==> src/design/ocpwm_pkg.sv <==
// Package for the output compare / PWM channel
package ocpwm_pkg;
    // ==========================================================
    // Register map
    localparam logic [3:0] ADDR_CONTROL   = 4'h0;
    localparam logic [3:0] ADDR_COMPARE_A = 4'h1;
    localparam logic [3:0] ADDR_COMPARE_B = 4'h2;
    localparam logic [3:0] ADDR_STATUS    = 4'h3;
    // ==========================================================
    // Control field positions and reset values
    localparam int BIT_IDLE_STOP  = 13;
    localparam int BIT_FAULT      = 4;
    localparam int BIT_TIME_BASE  = 3;
    localparam int MODE_HI        = 2;
    localparam logic [15:0] CONTROL_WMASK = 16'h200f;
    localparam logic [15:0] CONTROL_RESET = 16'h0000;
    localparam logic [15:0] COMPARE_RESET = 16'h0000;

    // ==========================================================
    // Compare modes
    localparam logic [2:0] MODE_OFF        = 3'h0;
    localparam logic [2:0] MODE_SET_HIGH   = 3'h1;
    localparam logic [2:0] MODE_SET_LOW    = 3'h2;
    localparam logic [2:0] MODE_TOGGLE     = 3'h3;
    localparam logic [2:0] MODE_ONE_PULSE  = 3'h4;
    localparam logic [2:0] MODE_PULSES     = 3'h5;
    localparam logic [2:0] MODE_PWM        = 3'h6;
    localparam logic [2:0] MODE_PWM_FAULT  = 3'h7;

    typedef struct packed {
        logic        idle_stop_select;
        logic        time_base_select;
        logic [2:0]  compare_mode_field;
    } ocpwm_ctrl_t;

    typedef struct packed {
        logic [15:0] count;
        logic [15:0] period;
    } ocpwm_timer_t;
endpackage

==> src/design/ocpwm_sync.sv <==
// Two-flop synchroniser for a pin level
`timescale 1ns/1ps
module ocpwm_sync (
    input  wire logic core_clk,
    input  wire logic sys_rst,
    input  wire logic din,
    output logic      dout
);
    logic stage1;

    always_ff @(posedge core_clk) begin
        if (sys_rst) begin
            // Released level of the active-low pin, so no false fault
            stage1 <= 1'b1;
            dout   <= 1'b1;
        end else begin
            stage1 <= din;
            dout   <= stage1;
        end
    end
endmodule // ocpwm_sync

==> src/design/ocpwm_channel.sv <==
// Output compare / PWM channel with its register port
// How it works
// - Idle-stop bit 13 set freezes the pin and compare events while the CPU idles, but the fault flag still updates
// - Fault flag bit 4 is set by hardware only, a control write clears it once the fault input is released
// - Fault flag can still be set in the first cycle after leaving mode 111, then stays zero in every mode other than 111
// - Time base bit 3: one picks timer 3, zero picks timer 2
// - Mode 111 is PWM with fault input watched
// - Mode 110 is PWM with fault input ignored
// - Mode 101 starts low, then one pulse every timer period
// - Mode 100 starts low, then exactly one pulse
// - Mode 011 inverts the pin on each compare A match
// - Mode 010 starts high, match forces the pin low
// - Mode 001 starts low, match forces the pin high
// - Mode 000 disables the channel, pin held low
// - Bits 15:14 and 12:5 read zero and ignore writes
`timescale 1ns/1ps
module ocpwm_channel
    import ocpwm_pkg::*;
(
    input  wire logic         core_clk,
    input  wire logic         sys_rst,
    input  wire logic [3:0]   reg_addr,
    input  wire logic [15:0]  reg_wdata,
    input  wire logic         reg_write,
    input  wire logic         reg_read,
    output logic      [15:0]  reg_rdata,
    input  wire ocpwm_timer_t timer2,
    input  wire ocpwm_timer_t timer3,
    input  wire logic         cpu_idle,
    input  wire logic         fault_pin_n,
    output logic              compare_output_pin,
    output logic              compare_event
);
    // ==========================================================
    // Registers
    ocpwm_ctrl_t ctrl;
    logic [15:0] compare_a;
    logic [15:0] compare_b;
    logic        fault_status_flag;
    logic        pulse_done;
    logic        fault_sync_n;
    logic        mode_write;

    ocpwm_sync u_fault_sync (
        .core_clk (core_clk),
        .sys_rst  (sys_rst),
        .din      (fault_pin_n),
        .dout     (fault_sync_n)
    );

    function automatic logic is_pwm(input logic [2:0] m);
        is_pwm = (m == MODE_PWM) || (m == MODE_PWM_FAULT);
    endfunction

    function automatic logic [15:0] control_word(input ocpwm_ctrl_t c,
                                                 input logic f);
        logic [15:0] w;
        w = 16'h0000;
        w[BIT_IDLE_STOP]  = c.idle_stop_select;
        w[BIT_FAULT]      = f;
        w[BIT_TIME_BASE]  = c.time_base_select;
        w[MODE_HI:0]      = c.compare_mode_field;
        control_word = w;
    endfunction

    assign mode_write = reg_write && (reg_addr == ADDR_CONTROL);

    always_ff @(posedge core_clk) begin
        if (sys_rst) begin
            ctrl <= '0;
        end else if (mode_write) begin
            // Only bits 13, 3 and 2:0 hold state
            ctrl.idle_stop_select   <= reg_wdata[BIT_IDLE_STOP];
            ctrl.time_base_select   <= reg_wdata[BIT_TIME_BASE];
            ctrl.compare_mode_field <= reg_wdata[MODE_HI:0];
        end
    end

    always_ff @(posedge core_clk) begin
        if (sys_rst) begin
            compare_a <= COMPARE_RESET;
            compare_b <= COMPARE_RESET;
        end else if (reg_write) begin
            if (reg_addr == ADDR_COMPARE_A)
                compare_a <= reg_wdata;
            if (reg_addr == ADDR_COMPARE_B)
                compare_b <= reg_wdata;
        end
    end

    // ==========================================================
    // Time base and compare events
    logic [15:0] tb_count;
    logic [15:0] tb_period;
    logic        run;
    logic        match_a;
    logic        match_b;
    logic        period_end;

    always_comb begin
        tb_count  = ctrl.time_base_select ? timer3.count  : timer2.count;
        tb_period = ctrl.time_base_select ? timer3.period : timer2.period;
    end

    assign run        = !(ctrl.idle_stop_select && cpu_idle);
    assign match_a    = run && (tb_count == compare_a);
    assign match_b    = run && (tb_count == compare_b);
    assign period_end = run && (tb_count == tb_period);

    // ==========================================================
    // Fault flag
    always_ff @(posedge core_clk) begin
        if (sys_rst) begin
            fault_status_flag <= 1'b0;
        end else if (ctrl.compare_mode_field != MODE_PWM_FAULT) begin
            fault_status_flag <= 1'b0;
        end else if (!fault_sync_n) begin
            fault_status_flag <= 1'b1;
        end else if (mode_write) begin
            fault_status_flag <= 1'b0;
        end
    end

    // ==========================================================
    // Output pin
    logic next_pin;
    logic next_done;

    always_comb begin
        next_pin  = compare_output_pin;
        next_done = pulse_done;
        case (ctrl.compare_mode_field)
            MODE_OFF: next_pin = 1'b0;
            MODE_SET_HIGH: if (match_a) next_pin = 1'b1;
            MODE_SET_LOW: if (match_a) next_pin = 1'b0;
            MODE_TOGGLE: if (match_a) next_pin = !compare_output_pin;
            MODE_ONE_PULSE: begin
                if (match_a && !pulse_done)
                    next_pin = 1'b1;
                else if (match_b && compare_output_pin) begin
                    next_pin  = 1'b0;
                    next_done = 1'b1;
                end
            end
            MODE_PULSES: begin
                if (match_a)
                    next_pin = 1'b1;
                else if (match_b)
                    next_pin = 1'b0;
            end
            MODE_PWM, MODE_PWM_FAULT: begin
                // Mode 110 must not see a flag left over from 111
                if (ctrl.compare_mode_field == MODE_PWM_FAULT &&
                    (fault_status_flag || !fault_sync_n))
                    next_pin = 1'b0;
                else if (period_end)
                    next_pin = (compare_a != 16'h0000);
                else if (match_a)
                    next_pin = 1'b0;
            end
            default: next_pin = 1'b0;
        endcase
    end

    always_ff @(posedge core_clk) begin
        if (sys_rst) begin
            compare_output_pin <= 1'b0;
            pulse_done         <= 1'b0;
        end else if (mode_write) begin
            // Initial level of the new mode
            compare_output_pin <= (reg_wdata[MODE_HI:0] == MODE_SET_LOW);
            pulse_done         <= 1'b0;
        end else if (run) begin
            compare_output_pin <= next_pin;
            pulse_done         <= next_done;
        end
    end

    always_ff @(posedge core_clk) begin
        if (sys_rst)
            compare_event <= 1'b0;
        else
            compare_event <= match_a &&
                             (ctrl.compare_mode_field != MODE_OFF);
    end

    // ==========================================================
    // Read port
    always_ff @(posedge core_clk) begin
        if (sys_rst) begin
            reg_rdata <= 16'h0000;
        end else if (reg_read) begin
            case (reg_addr)
                ADDR_CONTROL:
                    reg_rdata <= control_word(ctrl, fault_status_flag);
                ADDR_COMPARE_A: reg_rdata <= compare_a;
                ADDR_COMPARE_B: reg_rdata <= compare_b;
                ADDR_STATUS: reg_rdata <= {14'h0000, pulse_done,
                                           compare_output_pin};
                default: reg_rdata <= 16'h0000;
            endcase
        end else begin
            reg_rdata <= 16'h0000;
        end
    end
endmodule // ocpwm_channel

==> config.mk <==
export PLATFORM = sky130hd
export DESIGN_NAME = ocpwm_channel
export DESIGN_NICKNAME = d
export VERILOG_FILES = /design/src/design/ocpwm_pkg.sv /design/src/design/ocpwm_sync.sv /design/src/design/ocpwm_channel.sv
export SDC_FILE = /design/constraint.sdc
export NUM_CORES = 1
export LEC_CHECK = 0
export BUFFER_PORTS_ARGS = -buffer_cell sky130_fd_sc_hd__buf_2
export CAP_MARGIN = 20
export CORE_UTILIZATION = 28
export CTS_CLUSTER_SIZE = 28
export DETAILED_ROUTE_END_ITERATION = 12
export HOLD_SLACK_MARGIN = 0.02
export PLACE_DENSITY_LB_ADDON = 0.2
export REMOVE_ABC_BUFFERS = 1
export SYNTH_ARGS = -nofsm -noshare
export SYNTH_HDL_FRONTEND = slang
export SYNTH_SLANG_ARGS = --single-unit
==> constraint.sdc <==
create_clock -name core_clk -period 2.4 [get_ports core_clk]
set_input_delay 0.24 -clock core_clk [delete_from_list [all_inputs] [get_ports core_clk]]
set_output_delay 0.24 -clock core_clk [all_outputs]
set_load 0.01 [all_outputs]
==> summary.txt <==
Outcome
  – Status: finished, violations left
  – Failing checks: DRC

Final layout
  – P&R area growth vs syn: 41.0%
  – Register area: 0.00118 mm^2
  – N_diodes: 0
  – Final nets: 641
  – Share of layout cells above drive strength 1: 0.340
  – Multi-input gate area: 0.00217 mm^2
  – Fillers: approximately 1200
  – Post-Layout Inst Area: 0.00476 mm^2

GRT
  – GR Overflow Total: 0
  – Vias in the first global route: 3356
  – First-pass GRT wire length: 18.5 mm
  – Total GRT Usage: 0.194
  – Initial antenna violation count: 0
  – Largest net degree at the start of global routing: 45

Hold path
  – Worst Hold Path EP: u_fault_sync.stage1$_SDFF_PP1_
  – Hold Path Depth: 2
  – HP Start: fault_pin_n
  – Min-delay worst type: in -> reg

Run
  – Maxcap violations: 0

Pwr
  – Leak pwr: 1.85 nW
  – PwrDens: around 600 mW/mm^2
  – Peak VDD IR: 0.267 mV
  – PnR Total Power: 2.87 mW

Setup path
  – R2R Setup Slk: a little under 0.08 ns
  – Critical path capture point type: flop
  – Worst EP required: 2.64 ns
  – Crit-path max FO: 7
  – R2r worst-path depth: 10
  – Reg2reg start: ctrl[3]$_SDFFE_PP0P_
  – Startpoint Class: flop
  – Crit Path Category: reg -> reg
  – Worst path arrival time: between 2 and 3 ns
  – Reg-to-reg endpoint: compare_event$_SDFF_PP0_

Clock network
  – Clock Latency Late Sink: 0.33 ns
  – Clock buffer depth: 2
  – Root Driver: clkbuf_16
  – H-tree depth: 3
  – CTS tree: done
  – Clk sink count: 59
  – Hold_buf cts: 0
  – Total CTS buffers: 9
  – CTS clk-pin slew, worst paths: 0.06 ns

Placement
  – Placed Area: 0.00414 mm^2
  – Placement Setup Slack: -0.187 ns
  – Post-DP HPWL: around 9.2 mm
  – I/O Buffers: 107
  – GPL Wtd Cong: 0.827

STA
  – Part of the cycle the worst path needs: 0.968
  – Pins Over Slew Limit: 0
  – Final-report setup violation count: 0
  – Relative slew slack: 0.588
  – Worst-Margin Slew: just over 0.6 ns
  – Maximum clock frequency: between 0.4 and 0.5 GHz
  – Hold Vio Cnt, Final: 0
  – Tmin final: 2.32 ns
  – RSZ-0062 raised after global routing: true
  – Setup ws final: ~0.078 ns
  – Final setup skew: 0.00533 ns
  – Fin Setup TNS: 0 ns

Route
  – Drt first pass iters: 9
  – Drt drc: 16
  – Via density: 5.00
  – Detailed Route Iter0 Violations: between 200 and 250
  – Post-DRT Antenna Nets: 0
  – Total vias in the final route: 3493
  – Drt total wl: between 10 and 15 mm
  – Avg WL per Cell: 17.3 um

Logic synthesis
  – Primary FF master, synth: dfxtp_1
  – Post-synth EDFFs: 0
  – Async SR Flop Fraction: 0
  – Syn avg cell area: roughly 8.0 um^2
  – Mapped Area: 0.00338 mm^2
  – Yosys reg bits: 59
  – Synth Warn #: 0
  – Netlist cell types: 44
  – Synthesized instance count: 423
  – Post-synthesis sequential area ratio: 0.350

Die
  – Die H: 112 um
  – Initial Util: 0.291
  – Row cnt: 39
  – Io pins: 108
  – DIE AREA: 0.0125 mm^2
  – Core area: 0.0116 mm^2
  – Die width: approximately 110 um
## Yosys cell counts (3+ instances only)
| library cell | n | area (um^2) |
|---|---|---|
| nor3_1 | 5 | 25.0 |
| nor2_1 | 26 | 97.6 |
| a21oi_1 | 50 | 250 |
| xnor2_1 | 40 | 350 |
| a22oi_1 | 11 | 82.6 |
| nand4_1 | 5 | 31.3 |
| and2_1 | 3 | 18.8 |
| nand2_1 | 89 | 334 |
| nor4_1 | 14 | 87.6 |
| mux2i_2 | 6 | 82.6 |
| inv_1 | 14 | 52.6 |
| or2_2 | 3 | 18.8 |
| nor2b_1 | 4 | 25.0 |
| and3_1 | 3 | 18.8 |
| xor2_1 | 12 | 105 |
| clkbuf_1 | 19 | 71.3 |
| o221ai_1 | 3 | 26.3 |
| nand2b_1 | 5 | 31.3 |
| mux2i_1 | 14 | 140 |
| dfxtp_1 | 59 | 1180 |
| nand3_1 | 4 | 20.0 |
| o21ai_1 | 3 | 15.0 |
## logic make-up after synthesis
family	synth area share
flops	0.349
compound gates	0.146
mux	0.0859
buf+inv	0.0507
xor+xnor	0.135
simple gates	0.233
## state kept, by name, summed over array words and instances (netlist names)
register and cells:
compare_output_pin 1, reg_rdata 16, u_fault_sync.stage1 1, compare_a 16
compare_event 1, pulse_done 1, compare_b 16, u_fault_sync.dout 1
fault_status_flag 1, ctrl 5
## worst max-delay path, stage by stage, from the launching register on
cell and delay (ns):
dfxtp_4 0.42, buf_6 0.15, mux2i_1 0.22, buf_4 0.17, xnor2_2 0.07, nor4_2 0.32
nand4_2 0.24, buf_4 0.20, buf_4 0.12, buf_4 0.12, nor4_1 0.20
## repair_timing
action                     in CTS  in global routing
gates cloned                    0                  1
setup endpoints to repair       2                  1
buffers inserted                1                 10
gates resized for setup         6                 25
pin swaps                       1                  8
## cell usage in the layout, fill, tap and decap left out, types with 4 or more instances in the layout
cell type and instances:
buf_2 108, nand2_1 89, dfxtp_1 58, a21oi_1 50
xnor2_1 38, buf_4 27, nor2_1 26, inv_1 14
xor2_1 12, nor4_1 11, a22oi_1 11, clkbuf_16 10
mux2i_1 9, mux2i_4 7, nand2b_1 5, nand4_1 5
mux2i_2 5, nor2b_1 4, nand3_1 4, nor3_1 4
## worst max path at each step
stage / startpoint / end / slack, ns / cells past startpoint
floorplan: ctrl[3]$_SDFFE_PP0P_ / compare_output_pin$_SDFFE_PP0P_ / -0.33 / 8
global placement: ctrl[3]$_SDFFE_PP0P_ / compare_output_pin$_SDFFE_PP0P_ / -0.04 / 10
detailed placement: ctrl[3]$_SDFFE_PP0P_ / compare_output_pin$_SDFFE_PP0P_ / -0.19 / 9
CTS: ctrl[3]$_SDFFE_PP0P_ / compare_output_pin$_SDFFE_PP0P_ / 0.04 / 9
global route: ctrl[3]$_SDFFE_PP0P_ / compare_output_pin$_SDFFE_PP0P_ / -0.07 / 10
finish: ctrl[3]$_SDFFE_PP0P_ / compare_event$_SDFF_PP0_ / 0.08 / 10
## area by class of cell
cell class / count / share of cell area
multi-input combinational: 327 / 0.456
sequential: 59 / 0.249
timing repair buffer: 140 / 0.173
clock buffer: 10 / 0.0502
tap: 143 / 0.0376
clock inverter: 6 / 0.0236
inverter: 14 / 0.0110
## metrics by stage
step	instances	utilization	hold WS, ns
finish	699	0.410	0.0949
global route	699	0.410	0.0928
CTS	688	0.389	0.0859
detailed placement	671	0.356	0.398
global placement	671	0.356	0.395
floorplan	400	-	0.309
## power breakdown
group          leakage, nW  internal, mW  total, mW  switching (mW)
logic                 1.22         0.166      0.351           0.185
clock network        0.161          1.04       1.52           0.474
registers            0.477         0.989       1.00          0.0125
## routing by layer
layer,part of all wire,vias to the layer above,wire length (um),GRT usage
met5,0,-,0,0
met2,0.45,148,5410,0.301
met3,0.069,12,831,0.0435
li1,-,1712,-,-
met1,0.47,1621,5660,0.265
met4,0.013,0,156,0.0667
Note: power is estimated with default switching activity, not from simulation.
